--- src/hw/prcx_pkg.sv ---
// shared constants for the priority port crossbar
package prcx_pkg;
  localparam int N_PINS       = 17;
  localparam int N_MATRIX     = 16;
  localparam int N_SLOTS      = 17;
  localparam int SLOT_W       = 5;
  // peripheral signal slots, in falling priority
  localparam logic [4:0] SL_TX    = 5'h00;
  localparam logic [4:0] SL_RX    = 5'h01;
  localparam logic [4:0] SL_SCK   = 5'h02;
  localparam logic [4:0] SL_MISO  = 5'h03;
  localparam logic [4:0] SL_MOSI  = 5'h04;
  localparam logic [4:0] SL_NSS   = 5'h05;
  localparam logic [4:0] SL_SDA   = 5'h06;
  localparam logic [4:0] SL_SCL   = 5'h07;
  localparam logic [4:0] SL_CP0   = 5'h08;
  localparam logic [4:0] SL_CP0A  = 5'h09;
  localparam logic [4:0] SL_SYSCK = 5'h0a;
  localparam logic [4:0] SL_CEX0  = 5'h0b;
  localparam logic [4:0] SL_CEX1  = 5'h0c;
  localparam logic [4:0] SL_CEX2  = 5'h0d;
  localparam logic [4:0] SL_ECI   = 5'h0e;
  localparam logic [4:0] SL_T0    = 5'h0f;
  localparam logic [4:0] SL_T1    = 5'h10;
  // fixed serial port pins
  localparam int UART_TX_PIN  = 4;
  localparam int UART_RX_PIN  = 5;
  // function_select_low fields
  localparam int FSL_UART     = 0;
  localparam int FSL_SPI      = 1;
  localparam int FSL_SMB      = 2;
  localparam int FSL_SYSCK    = 3;
  localparam int FSL_CP0      = 4;
  localparam int FSL_CP0A     = 5;
  // function_select_high fields
  localparam int FSH_PCA_LO   = 0;
  localparam int FSH_PCA_HI   = 1;
  localparam int FSH_ECI      = 3;
  localparam int FSH_T0       = 4;
  localparam int FSH_T1       = 5;
  localparam int FSH_MATRIX   = 6;
  localparam int FSH_PUD      = 7;
  // port read selects
  localparam logic [1:0] RD_PORT0 = 2'h0;
  localparam logic [1:0] RD_PORT1 = 2'h1;
  localparam logic [1:0] RD_PORT2 = 2'h2;
  // reset values
  localparam logic [16:0] LATCH_RESET = 17'h1ffff;
  localparam logic [7:0]  BYTE_ZERO   = 8'h00;
endpackage

--- src/hw/prcx_top.sv ---
// priority port crossbar: pin allocation, drive, pull-ups and port latches
// Summary of operation
// seventeen pins: two byte ports, one bit port
// only port 0 and port 1 take peripherals
// port read returns present pin levels
// fixed priority, lowest free pin per function
// serial port always on pins 4, 5
// assigned pins skipped for later functions
// bypass mask bits make pins skipped
// software bypasses pins used outside matrix
// software bypasses special function signal pins
// two-wire bus and serial take pin pairs
// leftover pins act as plain port pins
// slave select pin only in four-wire mode
// software follows the initialisation order
// analog pin: no pull-up, driver, receiver
// input kind 1 digital, reset digital
// drive kind per pin; two-wire bus open-drain
// pull-up on open-drain unless disabled
// pull-up off while pin drives low
// matrix off: all pins plain inputs
// matrix off: every output driver off
// read-modify-write reads latch not pins
// mask bit n controls pin n
`timescale 1ns/1ps
module prcx_top
  import prcx_pkg::*;
(
  input  wire logic        CLOCK,
  input  wire logic        RST_N,
  input  wire logic [7:0]  FUNCTION_SELECT_LOW,
  input  wire logic [7:0]  FUNCTION_SELECT_HIGH,
  input  wire logic [1:0]  SLAVE_SELECT_MODE,
  input  wire logic [7:0]  BYPASS_MASK_PORT_ZERO,
  input  wire logic [7:0]  BYPASS_MASK_PORT_ONE,
  input  wire logic [7:0]  INPUT_KIND_P0,
  input  wire logic [7:0]  INPUT_KIND_P1,
  input  wire logic        INPUT_KIND_P2,
  input  wire logic [7:0]  DRIVE_KIND_P0,
  input  wire logic [7:0]  DRIVE_KIND_P1,
  input  wire logic        DRIVE_KIND_P2,
  input  wire logic [2:0]  LATCH_WR_EN,
  input  wire logic [7:0]  LATCH_WR_DATA,
  input  wire logic [1:0]  PORT_RD_SEL,
  input  wire logic        PORT_RD_RMW,
  output logic      [7:0]  PORT_RD_DATA,
  input  wire logic [16:0] PERIPH_OUT,
  input  wire logic [16:0] PERIPH_OE,
  output logic      [16:0] PERIPH_IN,
  input  wire logic [16:0] PIN_IN,
  output logic      [16:0] PIN_OUT,
  output logic      [16:0] PIN_OE,
  output logic      [16:0] PIN_PULLUP
);
  import prcx_pkg::*;

  logic [16:0]       sync1_reg;
  logic [16:0]       sync2_reg;
  logic [16:0]       sync3_reg;
  logic [16:0]       level_reg;
  logic [16:0]       latch_reg;
  logic [16:0]       slot_en;
  logic [16:0]       owner_valid_reg;
  logic [16:0]       owner_valid_next;
  logic [4:0]        owner_slot_reg  [N_PINS];
  logic [4:0]        owner_slot_next [N_PINS];
  logic [16:0]       digital;
  logic [16:0]       drive_push;
  logic [16:0]       pin_out_next;
  logic [16:0]       pin_oe_next;
  logic [16:0]       pin_pu_next;
  logic [16:0]       level_visible;
  logic              matrix_en;
  logic              pud;
  logic              four_wire;
  logic [1:0]        pca_mode;

  assign matrix_en  = FUNCTION_SELECT_HIGH[FSH_MATRIX];
  assign pud        = FUNCTION_SELECT_HIGH[FSH_PUD];
  assign four_wire  = (SLAVE_SELECT_MODE != 2'h0);
  assign pca_mode   = FUNCTION_SELECT_HIGH[FSH_PCA_HI:FSH_PCA_LO];
  // bit n of each per-port register maps to pin n of that port
  assign digital    = {INPUT_KIND_P2, INPUT_KIND_P1, INPUT_KIND_P0};
  assign drive_push = {DRIVE_KIND_P2, DRIVE_KIND_P1, DRIVE_KIND_P0};

  // per-slot requests; the serial port and two-wire bus ask as pairs
  always_comb begin
    slot_en           = 17'h00000;
    slot_en[SL_TX]    = FUNCTION_SELECT_LOW[FSL_UART];
    slot_en[SL_RX]    = FUNCTION_SELECT_LOW[FSL_UART];
    slot_en[SL_SCK]   = FUNCTION_SELECT_LOW[FSL_SPI];
    slot_en[SL_MISO]  = FUNCTION_SELECT_LOW[FSL_SPI];
    slot_en[SL_MOSI]  = FUNCTION_SELECT_LOW[FSL_SPI];
    slot_en[SL_NSS]   = FUNCTION_SELECT_LOW[FSL_SPI] & four_wire;
    slot_en[SL_SDA]   = FUNCTION_SELECT_LOW[FSL_SMB];
    slot_en[SL_SCL]   = FUNCTION_SELECT_LOW[FSL_SMB];
    slot_en[SL_CP0]   = FUNCTION_SELECT_LOW[FSL_CP0];
    slot_en[SL_CP0A]  = FUNCTION_SELECT_LOW[FSL_CP0A];
    slot_en[SL_SYSCK] = FUNCTION_SELECT_LOW[FSL_SYSCK];
    slot_en[SL_CEX0]  = (pca_mode != 2'h0);
    slot_en[SL_CEX1]  = (pca_mode[1] == 1'b1);
    slot_en[SL_CEX2]  = (pca_mode == 2'h3);
    slot_en[SL_ECI]   = FUNCTION_SELECT_HIGH[FSH_ECI];
    slot_en[SL_T0]    = FUNCTION_SELECT_HIGH[FSH_T0];
    slot_en[SL_T1]    = FUNCTION_SELECT_HIGH[FSH_T1];
  end

  // priority decoder; a chain of 16 pins per slot, so it is registered
  always_comb begin
    logic [15:0] taken;
    logic        found;
    taken = {BYPASS_MASK_PORT_ONE, BYPASS_MASK_PORT_ZERO};
    found = 1'b0;
    owner_valid_next = 17'h00000;
    for (int p = 0; p < N_PINS; p++) begin
      owner_slot_next[p] = 5'h00;
    end
    // serial port ignores priority and the bypass mask
    if (slot_en[SL_TX]) begin
      owner_valid_next[UART_TX_PIN] = 1'b1;
      owner_slot_next[UART_TX_PIN]  = SL_TX;
      owner_valid_next[UART_RX_PIN] = 1'b1;
      owner_slot_next[UART_RX_PIN]  = SL_RX;
      taken[UART_TX_PIN]            = 1'b1;
      taken[UART_RX_PIN]            = 1'b1;
    end
    for (int s = 2; s < N_SLOTS; s++) begin
      found = 1'b0;
      if (slot_en[s]) begin
        // only the 16 port 0 / port 1 pins are searched
        for (int p = 0; p < N_MATRIX; p++) begin
          if (!found && !taken[p]) begin
            owner_valid_next[p] = 1'b1;
            owner_slot_next[p]  = SLOT_W'(s);
            taken[p]            = 1'b1;
            found               = 1'b1;
          end
        end
      end
    end
  end

  // owner map; unowned pins fall back to the port latch
  always_ff @(posedge CLOCK or negedge RST_N) begin
    if (!RST_N) begin
      owner_valid_reg <= 17'h00000;
      for (int p = 0; p < N_PINS; p++) begin
        owner_slot_reg[p] <= 5'h00;
      end
    end else begin
      owner_valid_reg <= owner_valid_next;
      for (int p = 0; p < N_PINS; p++) begin
        owner_slot_reg[p] <= owner_slot_next[p];
      end
    end
  end

  // per-pin driver, pull-up and receiver logic
  genvar gp;
  generate
    for (gp = 0; gp < N_PINS; gp++) begin : g_pin
      logic       owned;
      logic [4:0] slot;
      logic       val;
      logic       driving;
      logic       od;
      assign owned   = matrix_en & owner_valid_reg[gp];
      assign slot    = owner_slot_reg[gp];
      assign val     = owned ? (PERIPH_OE[slot] ? PERIPH_OUT[slot] : 1'b1)
                             : latch_reg[gp];
      assign driving = owned ? PERIPH_OE[slot] : 1'b1;
      // two-wire bus pins are open-drain whatever drive kind says
      assign od      = !drive_push[gp] | (owned & ((slot == SL_SDA) | (slot == SL_SCL)));
      // no driver at all while the matrix is off or the pin is analog
      assign pin_oe_next[gp]  = matrix_en & digital[gp] & driving & (od ? !val : 1'b1);
      assign pin_out_next[gp] = val;
      // pull-up only on open-drain, dropped while pulling low to save current
      assign pin_pu_next[gp]  = digital[gp] & od & !pud & !(pin_oe_next[gp] & !val);
      // analog pins have the receiver off and read as zero
      assign level_visible[gp] = level_reg[gp] & digital[gp];
    end
  endgenerate

  // registered pin drive
  always_ff @(posedge CLOCK or negedge RST_N) begin
    if (!RST_N) begin
      PIN_OUT    <= 17'h1ffff;
      PIN_OE     <= 17'h00000;
      PIN_PULLUP <= 17'h1ffff;
    end else begin
      PIN_OUT    <= pin_out_next;
      PIN_OE     <= pin_oe_next;
      PIN_PULLUP <= pin_pu_next;
    end
  end

  // pin synchroniser; level moves only once stages 2 and 3 agree
  always_ff @(posedge CLOCK or negedge RST_N) begin
    if (!RST_N) begin
      sync1_reg <= 17'h1ffff;
      sync2_reg <= 17'h1ffff;
      sync3_reg <= 17'h1ffff;
      level_reg <= 17'h1ffff;
    end else begin
      sync1_reg <= PIN_IN;
      sync2_reg <= sync1_reg;
      sync3_reg <= sync2_reg;
      for (int p = 0; p < N_PINS; p++) begin
        if (sync2_reg[p] == sync3_reg[p]) begin
          level_reg[p] <= sync3_reg[p];
        end
      end
    end
  end

  // peripheral inputs see their pin; idle high when not placed
  always_comb begin
    PERIPH_IN = 17'h1ffff;
    for (int p = 0; p < N_PINS; p++) begin
      if (matrix_en && owner_valid_reg[p]) begin
        PERIPH_IN[owner_slot_reg[p]] = level_visible[p];
      end
    end
  end

  // port output latches, written a byte at a time
  always_ff @(posedge CLOCK or negedge RST_N) begin
    if (!RST_N) begin
      latch_reg <= LATCH_RESET;
    end else begin
      if (LATCH_WR_EN[0]) begin
        latch_reg[7:0] <= LATCH_WR_DATA;
      end
      if (LATCH_WR_EN[1]) begin
        latch_reg[15:8] <= LATCH_WR_DATA;
      end
      if (LATCH_WR_EN[2]) begin
        latch_reg[16] <= LATCH_WR_DATA[0];
      end
    end
  end

  // port read: pin levels, or latch for read-modify-write
  always_ff @(posedge CLOCK or negedge RST_N) begin
    if (!RST_N) begin
      PORT_RD_DATA <= BYTE_ZERO;
    end else begin
      case (PORT_RD_SEL)
        RD_PORT0: PORT_RD_DATA <= PORT_RD_RMW ? latch_reg[7:0] : level_visible[7:0];
        RD_PORT1: PORT_RD_DATA <= PORT_RD_RMW ? latch_reg[15:8] : level_visible[15:8];
        RD_PORT2: PORT_RD_DATA <= {7'h00, PORT_RD_RMW ? latch_reg[16] : level_visible[16]};
        default:  PORT_RD_DATA <= BYTE_ZERO;
      endcase
    end
  end

  // pins whose recorded owner is the slave select slot
  function automatic logic [16:0] nss_pin_mask();
    logic [16:0] m;
    m = 17'h00000;
    for (int p = 0; p < N_PINS; p++) begin
      m[p] = (owner_slot_reg[p] == SL_NSS);
    end
    return m;
  endfunction
endmodule

--- config.mk ---
export PLATFORM = sky130hd
export DESIGN_NAME = prcx_top
export DESIGN_NICKNAME = d
export VERILOG_FILES = /design/src/hw/prcx_pkg.sv /design/src/hw/prcx_top.sv
export SDC_FILE = /design/constraint.sdc
export NUM_CORES = 1
export LEC_CHECK = 0
export ABC_CLOCK_PERIOD_IN_PS = 9050
export BUFFER_PORTS_ARGS = -buffer_cell sky130_fd_sc_hd__buf_4
export CORE_MARGIN = 1
export CORE_UTILIZATION = 50
export DETAILED_ROUTE_END_ITERATION = 16
export MAX_ROUTING_LAYER = met4
export PLACE_DENSITY_LB_ADDON = 0.3
export SYNTH_ARGS = -nofsm -noshare
export SYNTH_HDL_FRONTEND = slang
export SYNTH_SLANG_ARGS = --single-unit
--- constraint.sdc ---
create_clock -name CLOCK -period 9.05 [get_ports CLOCK]
set_clock_uncertainty 0.15 [all_clocks]
set_input_delay 1.3575 -clock CLOCK [delete_from_list [all_inputs] [get_ports CLOCK]]
set_output_delay 1.3575 -clock CLOCK [all_outputs]
set_load 0.005 [all_outputs]
======== Yosys cells after proc, flatten, opt, wreduce, memory -nomap -nowiden ========
Index checks and enable logic that the tools add are counted.
storage, ports and cells
  logic and storage cells ................. 2474
  register bits ........................... 240
  bits in writable memories ............... 0
  ROM bits ................................ 0
  bits in latches ......................... 0
  memories kept ........................... 0
operators by class
  mux-type cells .......................... 1382
  reduce and logical (&&, ||, !) cells .... 762
  bitwise logic cells ..................... 202
  order comparisons ....................... 32
  divide/modulo/power cells ............... 0
  shift operators ......................... 0
  add/sub/neg operators ................... 0
  equal/unequal tests ..................... 52
  $mul .................................... 0
operator list
  operator                                                            count
  two-way mux 5 bit                                                   224
  two-way mux 80 bit                                                  14
  two-way mux 1 bit                                                   1014
  zero test 1 bit                                                     502
  two-way mux 16 bit                                                  29
  two-way mux 17 bit                                                  16
  logical AND 1 bit                                                   257
  bitwise mux 17 bit                                                  15
  AND 1 bit                                                           168
  binary-select mux 1 bit (select 5 bit)                              32
  equality test 5 x 3 -> 1 bit (second input constant)                32
  less-than comparator 5 x 6 -> 1 bit (second input constant)         16
  demux 1 bit (select 5 bit)                                          16
  greater-or-equal comparator 5 x 1 -> 1 bit (second input constant)  16
  two-way mux 77 bit                                                  1
  two-way mux 2 bit                                                   18
  bitwise OR 1 bit                                                    32
  case mux 8 bit (3 select lines)                                     1
  equality test 1 bit                                                 17
  NOT 17 bit                                                          1
  bitwise OR 17 bit                                                   1
  two-way mux 8 bit                                                   2
  equality test 2 bit (second input constant)                         2
  nonzero test 2 bit                                                  2
  2 further kinds                                                     2

======== Longest topological paths before layout ========
Gate-level depths: netlist of run 1.
  word-level depth ........................ 930
  gate-level depth with buffers ........... 25
  gate-level depth less buffers ........... 18

======== Least setup slack after synthesis of run 1 ========
OpenSTA, ideal clock, no wires.
  kind .................................... input to register
  start point ............................. in BYPASS_MASK_PORT_ZERO[4]
  end point ............................... reg owner_valid_reg[15]
  path buffers ............................ 2
  setup time .............................. 0.132 ns
  cell stages on the path ................. 20
  data arrival time ....................... 6.111 ns
  slack ................................... 2.658 ns
  path through ............................ buf_4 > or2_4 > a21o_4 > o31a_1 > maj3_1 > a31oi_1 > a21boi_4 > o211ai_2 > and3_1 > o311ai_2 > nand3_4 > nor2_4 > nand3_1 > and3_1 > clkbuf_1 > a211o_1 > maj3_2 > a22o_1 > o211a_1 > or3b_1
on the way
  cells in the longest elaborated chain, start to end .. 105
  elaborated cells on any way between the ends .. 1057
  classes of those cells .................. 543 x mux; 514 x reduce/logical
RTL lines
  item                                                            line             text
  from (decl)                                                     prcx_top.sv:34   input wire logic [7:0] BYPASS_MASK_PORT_ZERO,
  two-way mux 2 bit (*)                                           prcx_top.sv:119  if (slot_en[SL_TX]) begin
  zero test 1 bit                                                 prcx_top.sv:132  if (!found && !taken[p]) begin
  logical AND 1 bit                                               prcx_top.sv:132
  two-way mux 1 bit                                               prcx_top.sv:132
  two-way mux 16 bit / two-way mux 1 bit (equally long branches)  prcx_top.sv:129  if (slot_en[s]) begin
  zero test 1 bit                                                 prcx_top.sv:132
  logical AND 1 bit                                               prcx_top.sv:132
  two-way mux 1 bit                                               prcx_top.sv:132
  [... 90 more ...]                                               --
  logical AND 1 bit                                               prcx_top.sv:132
  two-way mux 1 bit                                               prcx_top.sv:132
  two-way mux 1 bit / two-way mux 16 bit (equally long branches)  prcx_top.sv:129
  zero test 1 bit                                                 prcx_top.sv:132
  logical AND 1 bit                                               prcx_top.sv:132
  two-way mux 1 bit                                               prcx_top.sv:132
  two-way mux 16 bit (*)                                          prcx_top.sv:129
  named net owner_valid_next[15]                                  prcx_top.sv:64   logic [16:0] owner_valid_next;
  to (signal assigned)                                            prcx_top.sv:151  owner_valid_reg <= owner_valid_next;
  to (decl)                                                       prcx_top.sv:63   logic [16:0] owner_valid_reg;
The timed path passes the listed nets; every way through them passes the cells marked *. The select of a mux whose other input is x is not followed.
A chain may end at the register's enable or synchronous reset.

======== Worst setup path after layout of run 1 ========
  start point ............................. in BYPASS_MASK_PORT_ZERO[0]
  end point ............................... reg owner_valid_reg[15]
on the way
  cells in the longest elaborated chain, start to end .. 118
  elaborated cells on any way between the ends .. 1364
  classes of those cells .................. 704 x mux; 660 x reduce/logical
RTL lines
  item                                                            line
  two-way mux 1 bit                                               prcx_top.sv:132
  two-way mux 1 bit                                               prcx_top.sv:129
  zero test 1 bit                                                 prcx_top.sv:132
  logical AND 1 bit                                               prcx_top.sv:132
  two-way mux 1 bit                                               prcx_top.sv:132
  two-way mux 16 bit / two-way mux 1 bit (equally long branches)  prcx_top.sv:129
  zero test 1 bit                                                 prcx_top.sv:132
  logical AND 1 bit                                               prcx_top.sv:132
  [... 103 more ...]                                              --
  logical AND 1 bit                                               prcx_top.sv:132
  two-way mux 1 bit                                               prcx_top.sv:132
  two-way mux 1 bit / two-way mux 16 bit (equally long branches)  prcx_top.sv:129
  zero test 1 bit                                                 prcx_top.sv:132
  logical AND 1 bit                                               prcx_top.sv:132
  two-way mux 1 bit                                               prcx_top.sv:132
  two-way mux 16 bit (*)                                          prcx_top.sv:129
  named net owner_valid_next[15]                                  prcx_top.sv:64
Marked as above.

==> impl_metrics.json, run 1 <==
{
  "place_hpwl_um": 68000,
  "fmaxAchievable_mhz": 134,
  "numCtsBuffers": 23,
  "drive_above_1_share_pct": 22.5,
  "cts-resized-gates": 0,
  "dieArea_um2": 49500,
  "track_usage_pct": 34.6,
  "firstDrtPassIters": 6,
  "p_clk_share_pct": 21.6,
  "die_h_um": 222,
  "place_congestion": 0.981,
  "slew-limit-headroom_pct": 12.8,
  "fp.dieW_um": 222,
  "drc": 0,
  "sw_frac_of_total_pct": 40.8,
  "n_fill_cell": 4403,
  "synth_edf_count": 0,
  "p_int_w": 0.00266,
  "crit_chain": "buf_4 > nand3_2 > o21ai_1 > a21oi_2 > nor3_2 > a22o_1 > a21oi_2 > o21ai_2 > a211o_1 > a311oi_2 > o21ai_1 > nor2_1 > nor2_1 > a21oi_1 > o32ai_2 > a21oi_1 > a22o_1 > o211a_1 > or3b_1",
  "cp-end-kind": "flop",
  "place_area_um2": 25900,
  "multi_input_area_um2": 17100,
  "final_cell_mix": "nand2_1 (352), nor2_1 (346), buf_4 (223), a21oi_1 (162), o21ai_0 (137)",
  "vias_per_cell": 6.88,
  "reg2reg_from": "g_pin[0].slot[0]$_DFF_PN0_",
  "hold_violations": 0,
  "finalInstanceArea_um2": 26700,
  "synthesis.area_per_instance_um2": 8.40,
  "p_comb_share_pct": 44.0,
  "cts.clk_slew.worst_paths_ns": 0.06,
  "synthCells": 2893,
  "grt_pass1_wl_um": 132000,
  "drtAntennaViolNets": 0,
  "grt_setup_unrepaired": "no",
  "synthArstFlopShare_pct": 100,
  "crit_slowest_cell": "nor3_2",
  "worstMarginPinSlew_ns": 1.28,
  "slowest_delay_ns": 0.71,
  "synth_seq_cells": 240,
  "insertion_delay_ns": 0.53,
  "num_rows": 80,
  "area_growth_pct": 9.89,
  "outcome": "complete, no violations",
  "nets": 3082,
  "ctsHoldBuffers": 0,
  "hold_ws_ns": 0.205,
  "grt_pass1_vias": 23000,
  "root_buffer": "clkbuf_16",
  "yosysWarnings": 0,
  "p_leak_nw": 10.1,
  "path_buf_inv": 1,
  "vias": 24700,
  "power.switching_w": 0.00184,
  "io_pins": 211,
  "gr-total-overflow": 0,
  "cp_top_family": "compound AO/OA/AOI/OAI gates",
  "cts_setup_buffers": 0,
  "antenna_found_initial": 5,
  "cp-start-kind": "primary input",
  "finalCritPeriodShare_pct": 82.7,
  "drt-total-wl_um": 84800,
  "portBuffers": 207,
  "synthFlopType": "dfrtp_1",
  "syn_area_um2": 24300,
  "peakVddDrop_mv": 0.106,
  "worstSetupStartpoint": "BYPASS_MASK_PORT_ZERO[0]",
  "pwr-share-seq_pct": 34.4,
  "setup_tns_ns": 0,
  "largest_reg_flops": 80,
  "start_util_pct": 50.8,
  "hold_path_class": "flop to flop",
  "tritoncts": "done",
  "core_um2": 47800,
  "grt_max_degree": 83,
  "seqCellArea_um2": 6150,
  "cp_max_fo": 33,
  "period_needed_ns": 7.49,
  "p_per_area_nw_per_um2": 169,
  "final_common_cell": "nand2_1",
  "drt-initial-drc-count": 2887,
  "arrival_ns": 7.73,
  "synth_cell_types": 121,
  "max-cap-violations": 0,
  "crit_type": "primary input to flop",
  "wl_per_cell_um": 23.7,
  "final_max_slew_viol_count": 0,
  "setup_viol_count_final": 0,
  "cts.path.max_buffers": 3,
  "required_ns": 9.30,
  "cts_sinks": 240,
  "syn_nets": 3028,
  "synth-seq-area-share_pct": 25.3,
  "htree_levels": 1,
  "hold_start": "sync1_reg[0]$_DFF_PN1_"
}
[synthesized netlist by cell type (25+ instances only)]
cell type    n  share of area (%)
a221oi_1    60                2.2
o211ai_1    31               0.96
o21a_1      28               0.87
nor2_1     346                5.3
maj3_1      33                1.4
a31oi_1     60                1.5
buf_1       25               0.39
o21ai_0    137                2.8
nand2b_1    26               0.67
a211oi_1    49                1.5
a22oi_1     32               0.99
clkbuf_1   138                2.1
mux4_2     132                 12
o21ai_1     31               0.64
o211a_1     27                1.1
nor3_1     101                2.1
o22ai_1     30               0.77
or3_1       32               0.82
a21oi_1    162                3.3
inv_1       45               0.70
mux2i_1     72                3.0
nand3_1     79                1.6
and2_1      54                1.4
dfrtp_1    121                 12
mux2_2      36                1.7
dfstp_2    119                 13
nand2_1    352                5.4
and3_1      36               0.93
[kinds of logic after synthesis]
family          synth area share [%]
compound gates                  28.0
flops                           25.3
xor+xnor                       0.685
simple gates                    23.4
mux                             16.9
fa+ha+maj                       1.64
buf+inv                         4.10
[worst reg2reg max path, stage by stage (launching register included)]
cell	delay, ns
dfrtp_1	0.81
mux4_2	0.60
nand2_1	0.09
a21oi_1	0.06
a31oi_1	0.17
nor2_1	0.07
a2111oi_0	0.93
o21ai_0	0.31
o2111a_1	0.31
[worst paths after layout]
check	depth (start not counted)	slack, ns	end
max in group asynchronous	2	6.70	PIN_OE[12]$_DFF_PN0_
max reg2reg	8	5.48	PIN_PULLUP[0]$_DFF_PN1_
min in group asynchronous	1	0.67	PIN_OE[0]$_DFF_PN0_
max	19	1.56	owner_valid_reg[15]$_DFF_PN0_
min reg2reg	0	0.20	sync2_reg[0]$_DFF_PN1_
min	0	0.20	sync2_reg[0]$_DFF_PN1_
[routing by layer]
layer  vias up  part of all wire (%)  GRT usage, %
li1      11300                     -             -
met1     12000                    45          48.4
met2      1218                    45          52.2
met3       173                   8.2          5.05
met4         0                   2.5          9.39
met5         -                     0             -
[area by class of cell]
cell class                 instances  share of cell area, %
antenna                            5                 0.0469
timing repair buffer             224                   6.33
sequential                       240                   23.1
tap                              615                   2.88
inverter                          46                  0.647
multi-input combinational       2412                   64.2
clock inverter                    14                  0.591
clock buffer                      26                   2.24
[through the flow]
stage               utilization (%)  setup WS [ns]  power [W]  std cells
floorplan                         -           2.66    0.00284       2893
detailed placement             54.2           1.14    0.00348       3537
global placement               54.2           1.30    0.00343       3537
global route                   55.8           1.04    0.00475       3582
finish                         55.8           1.56    0.00450       3582
CTS                            55.8           1.69    0.00446       3577
[power by group through the flow]
stage	registers, W	logic, W	clock network [W]
2_1_floorplan	0.00135	0.00149	0
3_3_place_gp	0.00154	0.00189	0
3_5_place_dp	0.00156	0.00192	0
4_1_cts	0.00154	0.00193	0.000993
5_1_grt	0.00158	0.00214	0.00103
6_report	0.00155	0.00198	0.000971
No activity file was read; power rests on OpenSTA's default activity.
==> run 2, diff against run 1 <==
--- a/config.mk
+++ b/config.mk
@@ -5,7 +5,7 @@
 export SDC_FILE = /design/constraint.sdc
 export NUM_CORES = 1
 export LEC_CHECK = 0
-export ABC_CLOCK_PERIOD_IN_PS = 9050
+export ABC_CLOCK_PERIOD_IN_PS = 6300
 export BUFFER_PORTS_ARGS = -buffer_cell sky130_fd_sc_hd__buf_4
 export CORE_MARGIN = 1
 export CORE_UTILIZATION = 50
==> constraint.sdc (replaced) <==
create_clock -name CLOCK -period 6.3 [get_ports CLOCK]
set_clock_uncertainty 0.15 [all_clocks]
set_input_delay 0.945 -clock CLOCK [delete_from_list [all_inputs] [get_ports CLOCK]]
set_output_delay 0.945 -clock CLOCK [all_outputs]
set_load 0.005 [all_outputs]
==> run 2 against run 1 <==
  * Critical path depth increased by 1
  * Highest routed layer unchanged
  * Cell count rose by 7.2%
  * Largest cell class unchanged
  * First-iteration DRC count is 5.9% lower
  * Power rose by 51%
==> impl_metrics.json, run 2 (same netlist as run 1, synthesis figures left out) <==
{
  "htree_levels": 1,
  "largest_reg_flops": 80,
  "arrival_ns": 4.94,
  "tritoncts": "done",
  "grt_pass1_wl_um": 137000,
  "multi_input_area_um2": 17200,
  "grt_util_met2_pct": 55.6,
  "crit_slowest_cell": "nor4_1",
  "outcome": "complete, no violations",
  "top_usage_layer": "met2",
  "place_congestion": 0.966,
  "ctsHoldBuffers": 0,
  "num_rows": 80,
  "fp.dieW_um": 222,
  "cts.clk_slew.worst_paths_ns": 0.06,
  "grt_pass1_vias": 24300,
  "seqCellArea_um2": 6160,
  "period_needed_ns": 6.04,
  "antenna_found_initial": 5,
  "core_um2": 47800,
  "final_max_slew_viol_count": 0,
  "slew-limit-headroom_pct": 7.26,
  "crit_type": "primary input to output port",
  "io_pins": 211,
  "crit_chain": "buf_4 > nand2_1 > nor4_1 > nand3_1 > o21ai_0 > mux2i_1 > a21oi_1 > a31oi_1 > a221oi_1 > a221oi_1 > o22ai_1 > nor2_1 > a221oi_1 > a31oi_1 > a221oi_1 > a221oi_1 > o22ai_1 > mux2_2 > mux2i_1 > buf_4",
  "hold_path_class": "flop to flop",
  "grt_setup_unrepaired": "no",
  "finalInstanceArea_um2": 28700,
  "instances_no_fill": 3841,
  "place_area_um2": 27900,
  "insertion_delay_ns": 0.52,
  "grt_max_degree": 125,
  "fmaxAchievable_mhz": 166,
  "p_per_area_nw_per_um2": 237,
  "drt-total-wl_um": 88600,
  "vias_per_cell": 6.72,
  "cp-end-kind": "output port",
  "final_util_pct": 60.0,
  "setup_viol_count_final": 0,
  "final_common_cell": "buf_4",
  "die_h_um": 222,
  "drtAntennaViolNets": 0,
  "grtUsageMet3_pct": 4.24,
  "cp_max_fo": 36,
  "drt-initial-drc-count": 2716,
  "hold_violations": 0,
  "finalCritPeriodShare_pct": 95.8,
  "required_ns": 5.20,
  "crit_top_cell": "a221oi_1",
  "numCtsBuffers": 23,
  "cts_setup_buffers": 0,
  "firstDrtPassIters": 8,
  "track_usage_pct": 35.9,
  "vias": 25800,
  "nets": 3340,
  "cts-resized-gates": 0,
  "grtUsageMet1_pct": 49.7,
  "dieArea_um2": 49500,
  "gr-total-overflow": 0,
  "area_growth_pct": 18.2,
  "final_cell_mix": "buf_4 (480), nand2_1 (352), nor2_1 (346), a21oi_1 (161), o21ai_0 (136)",
  "slowest_delay_ns": 0.52,
  "cts_sinks": 240,
  "portBuffers": 207,
  "setup_tns_ns": 0,
  "max-cap-violations": 0,
  "cts.path.max_buffers": 3,
  "p_leak_nw": 11.4,
  "n_fill_cell": 4195,
  "drc": 0,
  "worstMarginPinSlew_ns": 1.36,
  "placed_cells": 3795,
  "start_util_pct": 50.8,
  "drive_above_1_share_pct": 28.8,
  "wl_per_cell_um": 23.1,
  "cp-start-kind": "primary input",
  "root_buffer": "clkbuf_16",
  "place_hpwl_um": 71900,
  "peakVddDrop_mv": 0.152
}
run 2: cell count changes in the layout (fill, tap and decap cells not counted), moves of 2 or more:
cell        delta
buf_4        +257
clkbuf_1       +3
clkinv_1       -2
clkinvlp_4     -3
run 2: per-layer routing:
metal	vias up	routed length [um]
met1	12500	38800
met2	1279	40200
met4	0	2440
met5	-	0
li1	11800	-
met3	196	7110
run 2: report_power, final:
part / switching, W / internal, W / total, W
clock: 0.000590 / 0.000864 / 0.00145
combinational: 0.00168 / 0.00144 / 0.00312
sequential: 0.000436 / 0.00180 / 0.00224
total: 0.00271 / 0.00410 / 0.00681
run 2: worst paths after layout:
path | to | depth (start not counted) | startpoint | slack (ns)
max in group asynchronous | g_pin[14].slot[2]$_DFF_PN0_ | 2 | RST_N | 4.57
worst max register to register | PIN_PULLUP[14]$_DFF_PN1_ | 9 | g_pin[14].slot[0]$_DFF_PN0_ | 2.67
worst max-delay path | PERIPH_IN[0] | 20 | FUNCTION_SELECT_HIGH[6] | 0.26
worst min register to register | sync2_reg[5]$_DFF_PN1_ | 0 | sync1_reg[5]$_DFF_PN1_ | 0.20
worst min-delay path | sync2_reg[5]$_DFF_PN1_ | 0 | sync1_reg[5]$_DFF_PN1_ | 0.20
min in group asynchronous | PIN_OE[4]$_DFF_PN0_ | 1 | RST_N | 0.32
run 2: stage by stage:
step / hold WS, ns / setup WS, ns / power (W)
floorplan: 0.195 / 0.320 / 0.00408
global placement: 0.196 / -0.108 / 0.00520
detailed placement: 0.197 / -0.162 / 0.00529
CTS: 0.201 / 0.296 / 0.00675
global route: 0.207 / 0.00848 / 0.00717
finish: 0.202 / 0.264 / 0.00681
run 2: area by class of cell:
type | count | share of cell area (%)
sequential | 240 | 21.4
antenna | 5 | 0.0436
timing repair buffer | 482 | 12.7
multi-input combinational | 2412 | 59.8
clock buffer | 30 | 2.17
clock inverter | 11 | 0.589
inverter | 46 | 0.602
tap | 615 | 2.68
run 2: worst max-delay path, delay by kind of cell:
family | cells | cell delay (ns)
buffers and inverters | 2 | 0.58
muxes | 3 | 0.37
AOI/OAI and AO/OA | 11 | 2.10
and+or+nand+nor | 4 | 0.95
